**src/inc/cond_sel_pkg.sv**
```systemverilog
// constants and carrier types for the antenna driver conductance select block
// assumes a plain address/strobe register port clocked on the core clock
package cond_sel_pkg;

  // register offsets
  localparam logic [7:0] N_ON_OFS     = 8'h27;
  localparam logic [7:0] P_CW_OFS     = 8'h28;
  localparam logic [7:0] P_MOD_OFS    = 8'h29;
  localparam logic [7:0] N_OFF_OFS    = 8'h2C;
  localparam logic [7:0] CTRL_OFS     = 8'h2D;
  localparam logic [7:0] STATUS_OFS   = 8'h2E;

  // reset values
  localparam logic [7:0] N_ON_RST     = 8'h88;
  localparam logic [7:0] P_CW_RST     = 8'h20;
  localparam logic [7:0] P_MOD_RST    = 8'h20;
  localparam logic [7:0] N_OFF_RST    = 8'h88;
  localparam logic [7:0] CTRL_RST     = 8'h00;

  // field positions
  localparam int N_HI_MSB  = 7;
  localparam int N_HI_LSB  = 4;
  localparam int N_LO_MSB  = 3;
  localparam int N_LO_LSB  = 0;
  localparam int P_MSB     = 5;
  localparam int CTRL_OUTA = 0;
  localparam int CTRL_OUTB = 1;
  localparam int CTRL_F100 = 2;
  localparam int CTRL_SPD  = 3;

  localparam logic [1:0] P_RSVD_ZERO = 2'h0;

  // effective codes toward the analog drivers
  typedef struct packed {
    logic [3:0] n_code;
    logic [5:0] p_code;
  } drive_code_s;

endpackage : cond_sel_pkg

```
**src/hdl/cond_sel.sv**
```systemverilog
// antenna driver conductance select: register bank plus code selection
// assumes mod_active_i comes from the transmit encoder on CLK_I
`timescale 1ns/1ps
module cond_sel
  import cond_sel_pkg::*;
(
  // clock and reset
  input  wire logic       CLK_I,
  input  wire logic       RST_N_I,
  // register port
  input  wire logic [7:0] ADDR_I,
  input  wire logic [7:0] WDATA_I,
  input  wire logic       WR_I,
  input  wire logic       RD_I,
  output logic      [7:0] RDATA_O,
  // transmit encoder
  input  wire logic       MOD_ACTIVE_I,
  // driver codes
  output logic      [3:0] N_CODE_O,
  output logic      [5:0] P_CODE_O
);

  // ------------------------------------------------------------
  // register bank
  // ------------------------------------------------------------
  logic [7:0] n_on_q;
  logic [7:0] n_off_q;
  logic [5:0] p_cw_q;
  logic [5:0] p_mod_q;
  logic [3:0] ctrl_q;
  logic [7:0] rdata_q;

  wire sel_n_on  = (ADDR_I == N_ON_OFS);
  wire sel_p_cw  = (ADDR_I == P_CW_OFS);
  wire sel_p_mod = (ADDR_I == P_MOD_OFS);
  wire sel_n_off = (ADDR_I == N_OFF_OFS);
  wire sel_ctrl  = (ADDR_I == CTRL_OFS);
  wire sel_stat  = (ADDR_I == STATUS_OFS);

  // write enables, one per register except status; unmapped addresses hit none
  wire we_n_on  = WR_I & sel_n_on;
  wire we_p_cw  = WR_I & sel_p_cw;
  wire we_p_mod = WR_I & sel_p_mod;
  wire we_n_off = WR_I & sel_n_off;
  wire we_ctrl  = WR_I & sel_ctrl;

  // n-side on-state levels: upper nibble unmodulated, lower modulated
  always_ff @(posedge CLK_I) begin
    if (!RST_N_I) begin
      n_on_q <= N_ON_RST;
    end else if (we_n_on) begin
      n_on_q <= WDATA_I;
    end
  end

  // p-side levels: bits 7..6 reserved, dropped on write, read as zero
  always_ff @(posedge CLK_I) begin
    if (!RST_N_I) begin
      p_cw_q <= P_CW_RST[5:0];
    end else if (we_p_cw) begin
      p_cw_q <= WDATA_I[5:0];
    end
  end

  always_ff @(posedge CLK_I) begin
    if (!RST_N_I) begin
      p_mod_q <= P_MOD_RST[5:0];
    end else if (we_p_mod) begin
      p_mod_q <= WDATA_I[5:0];
    end
  end

  // off-state n levels, used only while both drivers are off
  always_ff @(posedge CLK_I) begin
    if (!RST_N_I) begin
      n_off_q <= N_OFF_RST;
    end else if (we_n_off) begin
      n_off_q <= WDATA_I;
    end
  end

  // control: output enables, full-depth ask, soft power-down
  always_ff @(posedge CLK_I) begin
    if (!RST_N_I) begin
      ctrl_q <= CTRL_RST[3:0];
    end else if (we_ctrl) begin
      ctrl_q <= WDATA_I[3:0];
    end
  end

  // ------------------------------------------------------------
  // selection
  // ------------------------------------------------------------
  wire drv_on    = ctrl_q[CTRL_OUTA] | ctrl_q[CTRL_OUTB];
  wire force_ask = ctrl_q[CTRL_F100];
  wire soft_pd   = ctrl_q[CTRL_SPD];

  wire [7:0] n_src    = drv_on ? n_on_q : n_off_q;
  wire [3:0] n_sel    = MOD_ACTIVE_I ? n_src[N_LO_MSB:N_LO_LSB]
                                     : n_src[N_HI_MSB:N_HI_LSB];
  // full-depth ASK: modulation P field ignored, P stays at its CW code
  wire       use_pmod = MOD_ACTIVE_I & ~force_ask;
  wire [5:0] p_sel    = use_pmod ? p_mod_q : p_cw_q;

  drive_code_s code_d;
  assign code_d.n_code = n_sel | {soft_pd, 3'h0};
  assign code_d.p_code = p_sel | {soft_pd, 5'h00};

  // registered so the codes never glitch between cw and modulation
  always_ff @(posedge CLK_I) begin
    if (!RST_N_I) begin
      N_CODE_O <= 4'h0;
      P_CODE_O <= 6'h00;
    end else begin
      N_CODE_O <= code_d.n_code;
      P_CODE_O <= code_d.p_code;
    end
  end

  // ------------------------------------------------------------
  // read port
  // ------------------------------------------------------------
  wire [7:0] rd_mux =
      sel_n_on  ? n_on_q :
      sel_p_cw  ? {P_RSVD_ZERO, p_cw_q} :
      sel_p_mod ? {P_RSVD_ZERO, p_mod_q} :
      sel_n_off ? n_off_q :
      sel_ctrl  ? {4'h0, ctrl_q} :
      sel_stat  ? {1'b0, MOD_ACTIVE_I, p_sel} :
                  8'h00;

  always_ff @(posedge CLK_I) begin
    if (!RST_N_I) rdata_q <= 8'h00;
    else          rdata_q <= RD_I ? rd_mux : 8'h00;
  end
  assign RDATA_O = rdata_q;

  // reset is released on an edge that still resets, so wait one more edge
  logic out_of_reset_q;
  always_ff @(posedge CLK_I) begin
    out_of_reset_q <= RST_N_I;
  end

  wire sel_none = ~(sel_n_on | sel_p_cw | sel_p_mod | sel_n_off | sel_ctrl | sel_stat);
endmodule : cond_sel

```
**config.mk**
```make
export PLATFORM = sky130hd
export DESIGN_NAME = cond_sel
export DESIGN_NICKNAME = d
export VERILOG_FILES = /design/src/inc/cond_sel_pkg.sv /design/src/hdl/cond_sel.sv
export SDC_FILE = /design/constraint.sdc
export NUM_CORES = 1
export LEC_CHECK = 0
export BUFFER_PORTS_ARGS = -buffer_cell sky130_fd_sc_hd__buf_2
export CORE_ASPECT_RATIO = 0.5
export CORE_UTILIZATION = 35
export DETAILED_ROUTE_END_ITERATION = 6
export GPL_TIMING_DRIVEN = 1
export PLACE_DENSITY = 0.63
export SLEW_MARGIN = 40
export SYNTH_ARGS = -nofsm -noshare
export SYNTH_HDL_FRONTEND = slang
export SYNTH_SLANG_ARGS = --single-unit
export TNS_END_PERCENT = 100
```
**constraint.sdc**
```tcl
create_clock -name CLK_I -period 1.63 [get_ports CLK_I]
set_input_delay 0.326 -clock CLK_I [delete_from_list [all_inputs] [get_ports CLK_I]]
set_output_delay 0.326 -clock CLK_I [all_outputs]
set_load 0.005 [all_outputs]
```
Word level (Yosys, flattened, before mapping)
Cells that the tools add are included.
{ "totals": {"in_bits": 21, "ff_bits": 50} }
{ "classes": {"bitwise_logic": 10, "muxes": 9, "n_reduce_logical": 1, "eq_ne": 6} }
{ "op_table": {"columns": ["cell", "n"], "rows": [
  ["$eq A8 B6 Y1 const B", 6],
  ["$mux W8", 5],
  ["$mux W7", 2],
  ["$and A1 B1 Y1", 6],
  ["$mux W6", 1],
  ["$or A6 B6 Y6", 1],
  ["$mux W4", 1],
  ["$or A4 B4 Y4", 1],
  ["$reduce_and A2 Y1", 1],
  ["$not A1 Y1", 1],
  ["$or A1 B1 Y1", 1]
]} }

Logic depth before layout (Yosys ltp)
Gate-level depths: netlist of the first run.
{ "depth": {"depth_word": 9, "ltp_mapped": 7, "mapped_depth_nobuf": 5} }

Least setup slack after synthesis of the first run
No wires, ideal clock.
{ "synth_path": {"path_kind": "input-to-reg", "startpoint": "input port ADDR_I[7]", "endpoint": "register ctrl_q[0]", "setup_ns": 0.116, "arrival_time_ns": 1.414, "path_buffers": 1, "required_time_ns": 1.514, "setup_slack_ns": 0.100, "path_stages": 6, "cell_sequence": "nor4b_4 and3_1 and4b_1 buf_4 mux2i_1 nor2b_1"} }
{ "synth_between": {"elab_chain_cells": 2} }
{ "synth_rtl": {"columns": ["item", "line", "rtl"], "rows": [
  ["start, declared", "cond_sel.sv:11", "input wire logic [7:0] ADDR_I,"],
  ["$eq A8 B6 Y1", "cond_sel.sv:37", "wire sel_ctrl = (ADDR_I == CTRL_OFS);"],
  ["$and A1 B1 Y1", "cond_sel.sv:45", "wire we_ctrl = WR_I & sel_ctrl;"],
  ["end signal, assigned", "cond_sel.sv:85", "ctrl_q <= CTRL_RST[3:0];"],
  ["end signal, assigned", "cond_sel.sv:87", "ctrl_q <= WDATA_I[3:0];"],
  ["end, declared", "cond_sel.sv:30", "logic [3:0] ctrl_q;"]
]} }
No other way between the ends.
A chain may end at the register's enable or synchronous reset.

Worst setup path in the final report of the first run
{ "layout_path": {"startpoint": "register ctrl_q[2]", "endpoint": "register rdata_q[0], in the netlist RDATA_O[0]"} }
{ "layout_between": {"elab_chain_cells": 9} }
{ "layout_rtl": {"columns": ["item", "line", "rtl"], "rows": [
  ["$not A1 Y1", "cond_sel.sv:102", "wire use_pmod = MOD_ACTIVE_I & ~force_ask;"],
  ["$and A1 B1 Y1", "cond_sel.sv:102", null],
  ["$mux W6", "cond_sel.sv:103", "wire [5:0] p_sel = use_pmod ? p_mod_q : p_cw_q;"],
  ["$mux W7", "cond_sel.sv:129", "sel_stat ? {1'b0, MOD_ACTIVE_I, p_sel} :"],
  ["$mux W7", "cond_sel.sv:128", "sel_ctrl ? {4'h0, ctrl_q} :"],
  ["$mux W8", "cond_sel.sv:127", "sel_n_off ? n_off_q :"],
  ["$mux W8", "cond_sel.sv:126", "sel_p_mod ? {P_RSVD_ZERO, p_mod_q} :"],
  ["$mux W8", "cond_sel.sv:125", "sel_p_cw ? {P_RSVD_ZERO, p_cw_q} :"],
  ["$mux W8", "cond_sel.sv:124", "sel_n_on ? n_on_q :"],
  ["end signal, assigned", "cond_sel.sv:134", "else rdata_q <= RD_I ? rd_mux : 8'h00;"],
  ["end, declared", "cond_sel.sv:31", "logic [7:0] rdata_q;"]
]} }
No other way between the ends.

==> results of run 1 <==
final cells by class:
type                    count  area share (%)
clock buffers               6            4.85
clock inverters             2           0.437
inverters                   2           0.262
multi-input cells         169            42.7
flip-flops and latches     50            35.0
well taps                  88            3.85
repair buffers             62            12.9
final timing paths:
check	startpoint	endpoint	slack [ns]	cells past startpoint
max reg2reg	ctrl_q[2]	RDATA_O[0]	0.13	6
min	WDATA_I[7]	n_on_q[7]	0.26	3
min reg2reg	n_on_q[6]	n_on_q[6]	0.48	2
max	ctrl_q[2]	RDATA_O[0]	0.13	6
synth_stat cells (all sizes together) (4+ instances only):
library cell	instances	area, um2
nand3	9	57.6
nand2	28	105
nor2b	27	169
and2	4	25.0
a21boi	7	52.6
mux4	4	90.1
buf	8	42.5
clkbuf	7	26.3
dfxtp	50	1000
mux2i	32	320
a32oi	4	35.0
o21ai	7	35.0
nor2	15	56.3
a21oi	4	20.0
power by group through the flow:
stage                     Combinational [W]  Clock (W)  Sequential (W)
final                              0.000188    0.00106         0.00123
after global routing               0.000202    0.00114         0.00123
after CTS                          0.000184    0.00109         0.00123
after detailed placement           0.000183          0         0.00126
after global placement             0.000182          0         0.00125
after floorplan                   0.0000965          0         0.00126
state kept, by name (all words and copies together) (netlist names):
name      flops
p_mod_q       6
ctrl_q        4
p_cw_q        6
n_on_q        8
n_off_q       8
RDATA_O       8
N_CODE_O      4
P_CODE_O      6
cells in the final DEF (no fill, tap or decap), drive strengths merged, types with 2 or more instances in the layout:
cell type   n
o21ai       7
nor2       15
a211oi      3
clkbuf      6
mux2i      32
nor4b       2
nor3        3
inv         2
dfxtp      50
a2bb2oi     3
a221oi      2
nor2b      27
nand3       9
and3        3
a22oi       2
a32oi       4
nand2      28
nand2b      2
and2        4
a21boi      7
a21oi       4
mux4        4
buf        62
o22ai       3
timing repair:
| action | in CTS | in global routing |
|---|---|---|
| endpoints found under the hold margin | 0 | 0 |
| setup buffers | 0 | 0 |
| endpoints found under the setup margin | 0 | 2 |
| resized for setup | 0 | 2 |
stage by stage:
| step | TNS, ns | total power, W | cells |
|---|---|---|---|
| floorplan | 0 | 0.00135 | 236 |
| finish | 0 | 0.00247 | 379 |
| global route | 0 | 0.00257 | 379 |
| detailed placement | -2.12 | 0.00144 | 371 |
| global placement | -0.713 | 0.00144 | 371 |
| CTS | 0 | 0.00250 | 379 |
metal layers:
metal	up-vias	track usage, %
li1	931	-
met1	896	26.7
met2	60	29.6
met3	7	4.91
met4	0	6.04
met5	-	0
logic make-up (layout without fill, tap and decap cells):
logic type	after synthesis	after routing	synth area share [%]
compound gates	36	36	10.9
buf+inv	17	72	3.34
mux	36	36	17.9
flops	50	50	43.7
simple gates	97	97	24.1
worst max-delay path, stage by stage, from the launching register on:
cell      delay, ns
dfxtp_1        0.37
nand2b_1       0.16
buf_4          0.16
mux2i_1        0.24
o21ai_0        0.12
a32oi_1        0.25
a211oi_2       0.08
==> run metrics, run 1 <==
post-layout worst setup margin=between 0.1 and 0.15 ns; max cap viols=0; final count of negative-setup-slack endpoints=0; number of CTS-inserted buffers=5; Place WS=-0.131 ns; RSZ-0062 raised after global routing=false; DR top layer=met4; Multi-input gate area=1220 um2; syn_area_per_cell=9.70 um2; PortBufs=38; CP Max Fanout=4; final worst path period share=around 92%; vias in the first global route=1776; Primary FF master, synth=dfxtp_1; vias per cell=5.00; Max Clock Skew=0.00465 ns; global-route wire length before repair=9.54 mm; Mapped Cells=236; status=finished, final reports clean; Rel. slew slack=75.7%; Setup crit start kind=flop; Sw Ratio=a little under a quarter; clock power share=42.7%; combinational power share=7.6%; metal3 WL=418 um; TritonCTS clock tree=built; asr flop ratio synth=0%; post-layout util=46.3%; Design Area, Final=approximately 2900 um2; switching pwr=roughly 0.00056 W; Slew Limit Fails=0; Yosys cell types=33; H-Tree Depth=2; worst IR drop on VDD=0.378 mV; sequential share of the synthesized area=43.7%; starting density of the core=37.0%; met2 WL=2.68 mm; WP data required=1.80 ns; post-detail-place hpwl=4.58 mm; Via Count=1894; Worst-Skew Late Latency=0.29 ns; GP Congestion=approximately 0.9; Initial DRC Count=~130; Lkg Pwr=1.29 nW; NumNets Final=311; Fill cells=609; Setup crit end kind=flop; die area=a little under 7000 um2; CTS Sinks=50; largest net degree at the start of global routing=30; I/O pin total=39; Cell Pwr Density=approximately 860 nW/um2; Mapped Area=2290 um2; worst slew pin tran=0.363 ns; minimum clock period=1.50 ns; Seq pwr share=49.7%; Die H=about 59 um; fmax=0.665 GHz; Area after DPL=2700 um2; drt total wl=6.08 mm; Final Hold Fails=0; antenna fix cells=0; CTS max path bufs=2; first drt pass iteration count=4; Setup CP Type=flop to flop; row count=20; Post-synth EDFFs=0; per-cell routed wire length=approximately 16 um; Syn Nets=257; Post-CTS Hold Fix Bufs=0; initial antenna violation count=0; Overall Global Routing Usage=between 10% and 20%; Die Wd=116 um; Post-route DRC=0; Final Hold Slack=0.261 ns; met1 wire length=2.91 mm; CTS clk-pin slew, worst paths=0.07 ns; Synth warnings=0; internal power=0.00191 W; gr ovfl total=0; core area=6180 um2; Area Growth Syn to Fin=25.1%; root buf cell=clkbuf_16; HP Class=primary input to flop; post-synthesis register bit count=50; post-route ant nets=0; WP data arrival=1.67 ns; share of layout cells above drive strength 1=27.8%; Reg area=1000 um2
No activity file was read; power rests on OpenSTA's default activity.
==> run 2: changes to the inputs <==
CELL_PAD_IN_SITES_DETAIL_PLACEMENT = 0   (was not set)
CELL_PAD_IN_SITES_GLOBAL_PLACEMENT = 1   (was not set)
PLACE_DENSITY = 0.76   (was 0.63)
==> run metrics, run 2 (synthesis results as in run 1) <==
post-route ant nets=0 (unchanged); Cell Pwr Density=899 nW/um2 (was 863 nW/um2); Die H=59.2 um (unchanged); final worst path period share=93.7% (was 92.3%); Multi-input gate area=1220 um2 (about the same); Fill cells=601 (was 609); vias per cell=5.09 (was 5.00); hold endpoint=n_on_q[7] (unchanged); Post-CTS Hold Fix Bufs=0 (unchanged); Max Clock Skew=0.00670 ns (was 0.00465 ns); CTS max path bufs=2 (unchanged); minimum clock period=1.53 ns (was 1.50 ns); TritonCTS clock tree=built (unchanged); post-layout worst setup margin=0.103 ns (was 0.126 ns); WP data arrival=1.70 ns (was 1.67 ns); root buf cell=clkbuf_16 (unchanged); per-cell routed wire length=16.1 um (was 16.0 um); Worst-Skew Late Latency=0.29 ns (about the same); number of CTS-inserted buffers=5 (unchanged); die area=6890 um2 (unchanged); total power=0.00260 W (was 0.00247 W); GP Congestion=0.938 (was 0.900); Post-route DRC=0 (unchanged); vias in the first global route=1829 (was 1776); Place WS=-0.137 ns (was -0.131 ns); Rel. slew slack=73.7% (was 75.7%); CTS Sinks=50 (unchanged); initial antenna violation count=0 (unchanged); # Post-CTS Setup Buffers=0 (unchanged); RSZ-0062 raised after global routing=false (unchanged); H-Tree Depth=2 (unchanged); Setup crit start kind=flop (unchanged); fmax=0.655 GHz (was 0.665 GHz); Final Hold Slack=0.269 ns (was 0.261 ns); status=finished, final reports clean (unchanged); antenna fix cells=0 (unchanged); share of layout cells above drive strength 1=28.3% (was 27.8%); max incr delay on CP=0.33 ns (was 0.37 ns); Lkg Pwr=1.31 nW (was 1.29 nW); I/O pin total=39 (unchanged); Setup crit end kind=flop (unchanged); Design Area, Final=2900 um2 (was 2860 um2); R2R Path End=RDATA_O[2] (was RDATA_O[0]); family with the most delay on the worst path=compound AO/OA/AOI/OAI gates (unchanged); max cap viols=0 (unchanged); CP Max Fanout=4 (unchanged); post-detail-place hpwl=4.55 mm (was 4.58 mm); # resized after CTS=0 (unchanged); Area after DPL=2720 um2 (was 2700 um2); PortBufs=38 (unchanged); hold path start=WDATA_I[7] (unchanged); gr ovfl total=0 (unchanged); CTS clk-pin slew, worst paths=0.07 ns (about the same); Die Wd=116 um (unchanged); post-layout util=46.9% (was 46.3%); HP Class=primary input to flop (unchanged); first drt pass iteration count=4 (unchanged); commonest non-fill, non-tap cell in the layout=dfxtp_1 (unchanged); Reg2Reg Depth=6 (unchanged); Via Count=1938 (was 1894); worst slew pin tran=0.393 ns (was 0.363 ns); r2r startpoint=ctrl_q[2] (unchanged); CP Cell Sequence=nand2b_2 > buf_4 > mux2i_2 > o21ai_0 > a32oi_1 > nor3_1 (was nand2b_1 > buf_4 > mux2i_1 > o21ai_0 > a32oi_1 > a211oi_2); Reg area=1000 um2 (unchanged); Setup CP Type=flop to flop (unchanged); WP data required=1.80 ns (about the same); r2r setup slk=0.10 ns (was 0.13 ns); Final Hold Fails=0 (unchanged); row count=20 (unchanged); largest net degree at the start of global routing=24 (was 30); Overall Global Routing Usage=19.4% (was 19.3%); hold depth=3 (unchanged); drt total wl=6.14 mm (was 6.08 mm); Area Growth Syn to Fin=26.6% (was 25.1%); Slew Limit Fails=0 (unchanged); Initial DRC Count=133 (was 132); most frequent cells in the layout=dfxtp_1, buf_2, mux2i_1, nand2_1 (was dfxtp_1, buf_2, mux2i_1, nand2_1, nor2b_1); worst IR drop on VDD=0.409 mV (was 0.378 mV); final count of negative-setup-slack endpoints=0 (unchanged); WP buf/inv=1 (unchanged); core area=6180 um2 (unchanged); global-route wire length before repair=9.82 mm (was 9.54 mm); starting density of the core=37.0% (unchanged); Critical Path Slowest Stage Cell=dfxtp_1 (unchanged); NumNets Final=314 (was 311)
[run 2: layer usage]
| metal | track usage, % | routed length [um] |
|---|---|---|
| met2 | 29.8 | 2680 |
| met1 | 27.0 | 2990 |
| met5 | 0 | 0 |
| met4 | 5.13 | 34 |
| met3 | 5.21 | 434 |
[run 2: final cells by class]
| class | count | area share [%] |
|---|---|---|
| multi-input combinational | 169 | 42.0 |
| sequential | 50 | 34.5 |
| timing repair buffer | 65 | 13.6 |
| clock buffer | 6 | 4.79 |
| tap | 88 | 3.80 |
| clock inverter | 1 | 1.04 |
| inverter | 2 | 0.259 |
[run 2: tightest hold or removal path: stages]
cell and delay, ns:
buf_2 0.09, nand2_1 0.04, nand3_1 0.06
[run 2: power by group]
part           internal [W]  switching (W)
Clock              0.000757       0.000429
Combinational     0.0000836       0.000108
Sequential          0.00123     0.00000166
Total               0.00207       0.000538
[run 2: how the worst max path moves through the flow]
| stage | startpoint | end | slack (ns) | depth (start not counted) |
|---|---|---|---|---|
| after CTS | ctrl_q[2] | RDATA_O[2] | 0.01 | 6 |
| after global routing | ctrl_q[2] | RDATA_O[2] | 0.02 | 6 |
| after floorplan | ADDR_I[7] | ctrl_q[0] | 0.1 | 6 |
| after detailed placement | ADDR_I[7] | ctrl_q[0] | -0.14 | 6 |
| after global placement | ADDR_I[7] | p_mod_q[5] | -0.07 | 7 |
| final | ctrl_q[2] | RDATA_O[2] | 0.10 | 6 |
[run 2: metrics by stage]
step                std cells  TNS, ns
CTS                       381        0
floorplan                 236        0
global placement          374   -0.962
global route              381        0
detailed placement        374    -1.57
finish                    381        0
